$ cat config.mk
export PLATFORM = sky130hd
export DESIGN_NAME = clock_output_and_osc_trim
export DESIGN_NICKNAME = d
export VERILOG_FILES = /design/src/include/clk_out_pkg.sv /design/src/hdl/clock_output_and_osc_trim.sv /design/src/hdl/edge_count_divider.sv
export SDC_FILE = /design/constraint.sdc
export NUM_CORES = 1
export LEC_CHECK = 0
export BUFFER_PORTS_ARGS = -buffer_cell sky130_fd_sc_hd__buf_2
export CORE_MARGIN = 2
export CORE_UTILIZATION = 44
export CTS_CLUSTER_SIZE = 20
export DETAILED_ROUTE_END_ITERATION = 10
export GPL_TIMING_DRIVEN = 1
export PLACE_DENSITY = 0.76
export SYNTH_ARGS = -nofsm -noshare
export SYNTH_HDL_FRONTEND = slang
export SYNTH_SLANG_ARGS = --single-unit
export TNS_END_PERCENT = 30
$ cat constraint.sdc
create_clock -name i_mclk -period 2.3 [get_ports i_mclk]
set_clock_uncertainty 0.15 [all_clocks]
set_input_delay 0 -clock i_mclk [delete_from_list [all_inputs] [get_ports i_mclk]]
set_output_delay 0 -clock i_mclk [all_outputs]
set_load 0.02 [all_outputs]
$ cat src/include/clk_out_pkg.sv
// Constants and types shared by the clock output and oscillator trim block
package clk_out_pkg;

  // Register byte offsets on the bus
  localparam logic [7:0] ADR_OUT_CTRL = 8'h00;  // Clock output control
  localparam logic [7:0] ADR_TRIM1    = 8'h04;  // Fast and high-speed trim
  localparam logic [7:0] ADR_TRIM2    = 8'h08;  // Low-speed trim
  localparam logic [7:0] ADR_STATUS   = 8'h0C;  // Block status, read only

  // Field positions
  localparam int DIV_LSB       = 4;  // out_divide_select [6:4]
  localparam int SRC_LSB       = 2;  // out_source_select [3:2]
  localparam int EN_BIT        = 0;  // out_pin_enable [0]
  localparam int HIGH_TRIM_LSB = 8;  // high_speed_trim [13:8]
  localparam int FAST_TRIM_LSB = 0;  // fast_internal_trim [5:0]
  localparam int LOW_TRIM_LSB  = 0;  // low_speed_trim [5:0]

  // Values after reset
  localparam logic [2:0] DIV_RST  = 3'h0;
  localparam logic [1:0] SRC_RST  = 2'h0;
  localparam logic       EN_RST   = 1'b0;
  localparam logic [5:0] TRIM_RST = 6'h00;  // Held only until calibration loads

  // Output source codes
  localparam logic [1:0] SRC_FAST = 2'h0;
  localparam logic [1:0] SRC_LOW  = 2'h1;
  localparam logic [1:0] SRC_HIGH = 2'h2;
  localparam logic [1:0] SRC_SYS  = 2'h3;

  // Low-speed divide exponents for codes 4 to 7
  localparam logic [3:0] LOW_SHIFT_4 = 4'h8;  // 1/256
  localparam logic [3:0] LOW_SHIFT_5 = 4'hA;  // 1/1,024
  localparam logic [3:0] LOW_SHIFT_6 = 4'hC;  // 1/4,096
  localparam logic [3:0] LOW_SHIFT_7 = 4'hF;  // 1/32,768

  // Width of the source edge counter, enough for 1/32,768
  localparam int CNT_W = 15;

  // Calibration load sequence
  typedef enum logic [0:0] {
    CAL_LOAD = 1'b0,
    CAL_RUN  = 1'b1
  } cal_state_e;

endpackage : clk_out_pkg

$ cat src/hdl/clock_output_and_osc_trim.sv
// Clock output generator and oscillator trim registers on classic Wishbone
// Behaviour
// - Bits 6:4 choose output division ratio
// - Bits 3:2 choose fast, low, high, system
// - Ratios: powers of two; low adds long
// - System source output stops in sleep/halt
// - Bit 0 gates divided clock to pin
// - Enable change may truncate an output pulse
// - Bits 13:8 trim high-speed oscillator
// - Trim1 bits 5:0 trim fast oscillator
// - Trim2 bits 5:0 trim low-speed oscillator
// - Low trim ignored in crystal mode
// - Trims reset from loaded calibration inputs
//
// Local design decisions: the register offsets and the Wishbone slave port.
`timescale 1ns/1ps
module clock_output_and_osc_trim (
  input  wire logic        i_mclk,               // 200 MHz block clock
  input  wire logic        i_rst,                // Asynchronous reset
  input  wire logic        i_wb_cyc,             // Wishbone cycle
  input  wire logic        i_wb_stb,             // Wishbone strobe
  input  wire logic        i_wb_we,              // Wishbone write
  input  wire logic [7:0]  i_wb_adr,             // Byte address
  input  wire logic [31:0] i_wb_dat,             // Write data
  input  wire logic [3:0]  i_wb_sel,             // Byte enables
  input  wire logic        i_fast_internal_clock, // Source pins, asynchronous
  input  wire logic        i_low_speed_clock,
  input  wire logic        i_high_speed_clock,
  input  wire logic        i_system_clock,
  input  wire logic        i_sleep,              // Standby flags, same clock
  input  wire logic        i_halt,
  input  wire logic        i_wp_unlocked,        // Write-protect key open
  input  wire logic        i_low_xtal_mode,      // Low-speed runs on crystal
  input  wire logic [5:0]  i_cal_fast_trim,      // Factory calibration values
  input  wire logic [5:0]  i_cal_high_trim,
  input  wire logic [5:0]  i_cal_low_trim,
  output logic [31:0]      o_wb_dat,             // Read data
  output logic             o_wb_ack,             // Wishbone acknowledge
  output logic             o_external_clock_out, // Divided clock to the pin
  output logic [5:0]       o_fast_internal_trim, // Trim codes to oscillators
  output logic [5:0]       o_high_speed_trim,
  output logic [5:0]       o_low_speed_trim,
  output logic             o_low_trim_apply      // Low trim in effect
);

  // Control fields
  logic [2:0]               out_div;       // out_divide_select
  logic [1:0]               out_src;       // out_source_select
  logic                     out_en;        // out_pin_enable
  clk_out_pkg::cal_state_e  cal_state;     // Calibration sequence
  logic [2:0]               next_div;
  logic [1:0]               next_src;
  logic                     next_en;
  logic [5:0]               next_fast;
  logic [5:0]               next_high;
  logic [5:0]               next_low;
  clk_out_pkg::cal_state_e  next_cal_state;
  // Bus
  logic                     next_ack;
  logic [31:0]              next_rdata;
  logic [7:0]               adr_word;      // Address with lane bits cleared
  logic                     wr;            // Write taken this edge
  logic                     ctrl_wr;       // Control byte written
  // Source path
  logic [3:0]               sync1;         // First stage, read by sync2 only
  logic [3:0]               sync2;         // Safe source levels
  logic                     sys_stopped;   // System source frozen
  logic                     invalid_ratio; // Reserved combination
  logic                     sel_level;
  logic [3:0]               shift;
  logic                     div_level;
  logic                     next_clk_out;
  logic                     next_apply;

  // Exponent of two for each source and division code
  function automatic logic [3:0] ratio_shift(input logic [1:0] src,
                                             input logic [2:0] div);
    logic [3:0] s;
    s = {1'b0, div};
    if (src == clk_out_pkg::SRC_LOW)
    begin
      case (div)
        3'h4:    s = clk_out_pkg::LOW_SHIFT_4;
        3'h5:    s = clk_out_pkg::LOW_SHIFT_5;
        3'h6:    s = clk_out_pkg::LOW_SHIFT_6;
        3'h7:    s = clk_out_pkg::LOW_SHIFT_7;
        default: s = {1'b0, div};
      endcase
    end
    else if (src == clk_out_pkg::SRC_SYS)
    begin
      s = 4'h0;
    end
    return s;
  endfunction : ratio_shift

  // Two stages per source pin before any logic looks at it
  generate
    for (genvar g = 0; g < 4; g++)
    begin : g_sync
      always_ff @(posedge i_mclk or posedge i_rst)
      begin
        if (i_rst)
        begin
          sync1[g] <= 1'b0;
          sync2[g] <= 1'b0;
        end
        else
        begin
          sync1[g] <= (g == 0) ? i_fast_internal_clock :
                      (g == 1) ? i_low_speed_clock :
                      (g == 2) ? i_high_speed_clock : i_system_clock;
          sync2[g] <= sync1[g];
        end
      end
    end
  endgenerate

  // Decode of the bus request; a write lands on the acknowledged edge
  always_comb
  begin
    adr_word = {i_wb_adr[7:2], 2'h0};
    wr       = i_wb_cyc && i_wb_stb && i_wb_we && o_wb_ack;
    ctrl_wr  = wr && (adr_word == clk_out_pkg::ADR_OUT_CTRL) && i_wb_sel[0];
  end

  // Source selection; the system source is frozen in standby
  always_comb
  begin
    sys_stopped   = (out_src == clk_out_pkg::SRC_SYS) && (i_sleep || i_halt);
    invalid_ratio = (out_src == clk_out_pkg::SRC_SYS) && (out_div != 3'h0);
    sel_level     = sync2[out_src] && !sys_stopped && !invalid_ratio;
    shift         = ratio_shift(out_src, out_div);
  end

  // Divider restarts on any control write so a new ratio starts clean
  edge_count_divider u_div (
    .i_mclk      (i_mclk),
    .i_rst       (i_rst),
    .i_src_level (sel_level),
    .i_shift     (shift),
    .i_restart   (ctrl_wr),
    .o_div_level (div_level)
  );

  // Register file next values
  always_comb
  begin
    next_div       = out_div;
    next_src       = out_src;
    next_en        = out_en;
    next_fast      = o_fast_internal_trim;
    next_high      = o_high_speed_trim;
    next_low       = o_low_speed_trim;
    next_cal_state = cal_state;
    // Control fields are not protected
    if (ctrl_wr)
    begin
      next_div = i_wb_dat[clk_out_pkg::DIV_LSB +: 3];
      next_src = i_wb_dat[clk_out_pkg::SRC_LSB +: 2];
      next_en  = i_wb_dat[clk_out_pkg::EN_BIT];
    end
    case (cal_state)
      // First cycle after reset takes the per-part values
      clk_out_pkg::CAL_LOAD:
      begin
        next_fast      = i_cal_fast_trim;
        next_high      = i_cal_high_trim;
        next_low       = i_cal_low_trim;
        next_cal_state = clk_out_pkg::CAL_RUN;
      end
      // Trim writes pass only through an open key; software is trusted
      // to stop the oscillator first, nothing here checks it
      clk_out_pkg::CAL_RUN:
      begin
        if (wr && i_wp_unlocked)
        begin
          if (adr_word == clk_out_pkg::ADR_TRIM1)
          begin
            if (i_wb_sel[1])
            begin
              next_high = i_wb_dat[clk_out_pkg::HIGH_TRIM_LSB +: 6];
            end
            if (i_wb_sel[0])
            begin
              next_fast = i_wb_dat[clk_out_pkg::FAST_TRIM_LSB +: 6];
            end
          end
          else if ((adr_word == clk_out_pkg::ADR_TRIM2) && i_wb_sel[0])
          begin
            next_low = i_wb_dat[clk_out_pkg::LOW_TRIM_LSB +: 6];
          end
        end
      end
      default:
      begin
        next_cal_state = clk_out_pkg::CAL_LOAD;
      end
    endcase
  end

  always_ff @(posedge i_mclk or posedge i_rst)
  begin
    if (i_rst)
    begin
      out_div              <= clk_out_pkg::DIV_RST;
      out_src              <= clk_out_pkg::SRC_RST;
      out_en               <= clk_out_pkg::EN_RST;
      o_fast_internal_trim <= clk_out_pkg::TRIM_RST;
      o_high_speed_trim    <= clk_out_pkg::TRIM_RST;
      o_low_speed_trim     <= clk_out_pkg::TRIM_RST;
      cal_state            <= clk_out_pkg::CAL_LOAD;
    end
    else
    begin
      out_div              <= next_div;
      out_src              <= next_src;
      out_en               <= next_en;
      o_fast_internal_trim <= next_fast;
      o_high_speed_trim    <= next_high;
      o_low_speed_trim     <= next_low;
      cal_state            <= next_cal_state;
    end
  end

  // Bus answer: ack one cycle after the request, read data with it
  always_comb
  begin
    next_ack   = i_wb_cyc && i_wb_stb && !o_wb_ack;
    next_rdata = 32'h0000_0000;
    // Reserved and unmapped bits read zero
    if (next_ack && !i_wb_we)
    begin
      case (adr_word)
        clk_out_pkg::ADR_OUT_CTRL: next_rdata = {25'h0, out_div, out_src, 1'b0, out_en};
        clk_out_pkg::ADR_TRIM1:    next_rdata = {18'h0, o_high_speed_trim, 2'h0,
                                                 o_fast_internal_trim};
        clk_out_pkg::ADR_TRIM2:    next_rdata = {26'h0, o_low_speed_trim};
        clk_out_pkg::ADR_STATUS:   next_rdata = {28'h0, sys_stopped, invalid_ratio,
                                                 o_external_clock_out,
                                                 cal_state == clk_out_pkg::CAL_RUN};
        default:                   next_rdata = 32'h0000_0000;
      endcase
    end
  end

  always_ff @(posedge i_mclk or posedge i_rst)
  begin
    if (i_rst)
    begin
      o_wb_ack <= 1'b0;
      o_wb_dat <= 32'h0000_0000;
    end
    else
    begin
      o_wb_ack <= next_ack;
      o_wb_dat <= next_rdata;
    end
  end

  // Pin gating; enable is not aligned to the divided clock, so a
  // shortened pulse is accepted rather than adding a retiming stage
  always_comb
  begin
    next_clk_out = div_level && out_en;
    next_apply   = !i_low_xtal_mode;
  end

  always_ff @(posedge i_mclk or posedge i_rst)
  begin
    if (i_rst)
    begin
      o_external_clock_out <= 1'b0;
      o_low_trim_apply     <= 1'b0;
    end
    else
    begin
      o_external_clock_out <= next_clk_out;
      o_low_trim_apply     <= next_apply;
    end
  end
endmodule : clock_output_and_osc_trim

$ cat src/hdl/edge_count_divider.sv
// Divides a synchronised source level by a power of two
`timescale 1ns/1ps
module edge_count_divider (
  input  wire logic       i_mclk,       // Block clock
  input  wire logic       i_rst,        // Asynchronous reset, active high
  input  wire logic       i_src_level,  // Synchronised source level
  input  wire logic [3:0] i_shift,      // Divide by two to this power
  input  wire logic       i_restart,    // Clear the counter
  output logic            o_div_level   // Divided level, registered
);

  logic                          prev;        // Source level one cycle ago
  logic [clk_out_pkg::CNT_W-1:0] count;       // Rising edges seen
  logic                          next_prev;
  logic [clk_out_pkg::CNT_W-1:0] next_count;
  logic                          next_div;

  // Count rising edges; counter bit k-1 has period 2^k source periods
  always_comb
  begin
    next_prev  = i_src_level;
    next_count = count;
    if (i_restart)
    begin
      next_count = '0;
    end
    else if (i_src_level && !prev)
    begin
      next_count = count + 15'h0001;
    end
    // Ratio 1/1 passes the level straight through
    if (i_shift == 4'h0)
    begin
      next_div = i_src_level;
    end
    else
    begin
      next_div = count[4'(i_shift - 4'h1)];
    end
  end

  // Registers only
  always_ff @(posedge i_mclk or posedge i_rst)
  begin
    if (i_rst)
    begin
      prev        <= 1'b0;
      count       <= '0;
      o_div_level <= 1'b0;
    end
    else
    begin
      prev        <= next_prev;
      count       <= next_count;
      o_div_level <= next_div;
    end
  end

endmodule : edge_count_divider

==> metrics <==
status finished clean; setup_tns 0 ns; Worst setup EP type register; Placeable Area ~7300 sq um; Startpoint Class register; DR WL/cell 14.0 um; global-route wire length before repair ~14 mm; most frequent cells in the layout buf_2 (85), dfrtp_1 (63), nor2_1 (43); Synth Area in Adders less than 1%; aggregate routed wire length just over 8 mm; Hold Path Class input pin to register; Remaining Overflow, GRT 0; Worst-Skew Late Latency 0.34 ns; CTS tree yes; Max rail drop VDD ~330 uV; # diodes 0; Via-to-Cell Ratio 4.96; #FFs+latches synth 66; power per cell area roughly 640 nW/um^2; post-synthesis cell count roughly 330; initial antenna violation count 0; Yosys warnings 0; layout cells sized above 1 a little under a third; leakage power between 2 and 2.5 nW; max_cap viols 0; critical path required time about 2.4 ns; Total GRT Usage about 20%; DR WL met3 ~460 um; Core Util, Final between 60% and 70%; Slew @ Worst Pin 0.562 ns; total CTS buffers 9; Yosys top cell by area dfrtp_1; r2r worst-path depth 9; port bufs 85; Tmin final 2.26 ns; # IOs 128; Clock transition at path regs about 0.080 ns; die height just over 90 um; Synth Area in Simple Gates 17.6%; ys async rst share between 90% and 100%; pin count of the biggest net entering global routing between 40 and 50; Starting Density about 46%; met2 routed WL 4.27 mm; sequential area share after synthesis between 40% and 50%; Post-Synth XOR/XNOR Area around 2.6%; vias after detailed routing 2889; root buf cell clkbuf_8; Slew Viols, Final 0; DRC Markers 0; max_slew headroom approximately 62%; Post-synth top flop dfrtp_1; NetSw roughly 0.00086 W; iteration count of the initial detailed-routing pass 6; fin nets 555; syn_area_per_cell ~10 sq um; mapped cell area 3350 sq um; area fraction in compound gates after synthesis under 10%; Final Setup Violations 0; Die X a little over 90 um; clock buffer depth 2; Hold Worst Slack 0.0377 ns; Fmax achieved about 440 MHz; Clk network pwr share about 36%; vias in the first global route 2923; WL met1 between 3 and 4 mm; share of the synthesized area in the top cell type 49.3%; WP data arrival about 2.3 ns; WHS Path Cells 5; post-synthesis mux area share between 10% and 20%; Die Area 8330 sq um; H-tree depth 3; Sw Share approximately 29%; internal power 0.00213 W; crit-path max FO 10; largest cells by area after synthesis dfrtp_1 (49%), mux2i_1 (6.6%), nor2_1 (4.8%); largest family of logic cells by synthesized area simple AND/OR/NAND/NOR gates; critical path class register to register; synth-to-layout area growth 38.9%; DR top layer met4; Hold Vio Cnt, Final 0; post-route ant nets 0; sequential share of power 45.8%; unrepaired setup endpoints after global routing true; number of synthesized flops with an enable pin 0; RePlAce Congestion 0.844; Synth cell types between 40 and 50; Sink Count 66; number of core rows 31; post-route clock period utilization just under 100%; detailed placement HPWL between 5 and 6 mm; number of DRC markers in iteration 0 121; Comb power frac between 10% and 20%; commonest non-fill, non-tap cell in the layout buf_2
==> critical path, stage by stage (launching register included) <==
cell	delay [ns]
dfrtp_1	0.42
buf_4	0.18
nand3b_1	0.13
nand2_2	0.09
ha_4	0.31
and4b_1	0.21
a311oi_2	0.30
o41ai_1	0.10
o21ai_0	0.15
o211ai_1	0.10
==> power groups by stage <==
| stage | Sequential (W) | Clock [W] | Combinational (W) |
|---|---|---|---|
| after floorplan | 0.00140 | 0 | 0.000308 |
| after global placement | 0.00138 | 0 | 0.000463 |
| after detailed placement | 0.00139 | 0 | 0.000480 |
| after CTS | 0.00137 | 0.00110 | 0.000541 |
| after global routing | 0.00139 | 0.00116 | 0.000603 |
| final | 0.00137 | 0.00108 | 0.000543 |
==> logic make-up after synthesis <==
logic type | count (synthesis)
fa+ha+maj | 2
compound gates | 57
buf+inv | 47
simple gates | 111
mux | 33
xor+xnor | 10
flops | 66
other cells | 2
==> sequential cells by signal, summed over array words and instances, names as in the netlist <==
register,count
u_div.count,15
o_wb_dat,13
o_fast_internal_trim,6
o_high_speed_trim,6
o_low_speed_trim,6
sync1,4
sync2,4
out_div,3
out_src,2
cal_state,1
o_external_clock_out,1
o_low_trim_apply,1
o_wb_ack,1
out_en,1
u_div.o_div_level,1
u_div.prev,1
==> synth_stat cells (2+ instances only) <==
| cell type | count |
|---|---|
| xnor2_1 | 8 |
| nor3_1 | 3 |
| nor2b_1 | 4 |
| a21oi_1 | 30 |
| nand2_1 | 16 |
| ha_1 | 2 |
| nor2_1 | 43 |
| and2_1 | 8 |
| nand2b_1 | 3 |
| buf_2 | 6 |
| mux2i_1 | 22 |
| conb_1 | 2 |
| nor4bb_1 | 2 |
| dfrtp_1 | 66 |
| nand3_1 | 8 |
| o21ai_1 | 2 |
| o21ai_0 | 11 |
| or3_1 | 6 |
| buf_4 | 19 |
| clkbuf_1 | 8 |
| xor2_1 | 2 |
| mux2_2 | 6 |
| and4_1 | 3 |
| inv_1 | 13 |
| o22a_1 | 2 |
| o211ai_1 | 2 |
| and3_1 | 5 |
| nor4_1 | 2 |
| mux4_2 | 5 |
==> layout make-up <==
cell class / instances / area, sq um
inverters: 13 / 48.8
clock buffers: 9 / 124
clock inverters: 7 / 101
repair buffers: 155 / 1070
well taps: 99 / 124
multi-input cells: 233 / 1540
fillers: 563 / 2670
flip-flops and latches: 66 / 1660
==> per-layer routing <==
layer	GRT usage, %	vias up
met5	0	-
li1	-	1401
met3	4.40	10
met1	25.1	1383
met4	5.43	0
met2	36.6	95
==> per-stage QoR <==
stage / total power, W / cell area (sq um) / std cells / setup WS, ns
after detailed placement: 0.00187 / 3990 / 523 / -0.0307
after floorplan: 0.00171 / 3440 / 346 / 0.0127
after global placement: 0.00184 / 3990 / 523 / -0.0144
after global routing: 0.00315 / 4660 / 582 / -0.0676
after CTS: 0.00301 / 4640 / 581 / 0.00169
final: 0.00299 / 4660 / 582 / 0.0421
==> final timing paths <==
kind | startpoint | to | slack, ns
min in group asynchronous | i_rst | u_div.prev | 0.11
min | i_wb_adr[6] | o_wb_dat[3] | 0.04
max | out_div[2] | u_div.o_div_level | 0.04
min reg2reg | sync1[3] | sync2[3] | 0.21
max in group asynchronous | i_rst | out_src[0] | 1.26
max reg2reg | out_div[2] | u_div.o_div_level | 0.04
==> repair_timing <==
item                                   CTS  global route
resized for setup                        1             5
pin swaps                                0             1
setup endpoints to repair                1            14
endpoints found under the hold margin   74             0
setup buffers                            0             1
hold buffers                            42             0
No activity file was read; power rests on OpenSTA's default activity.
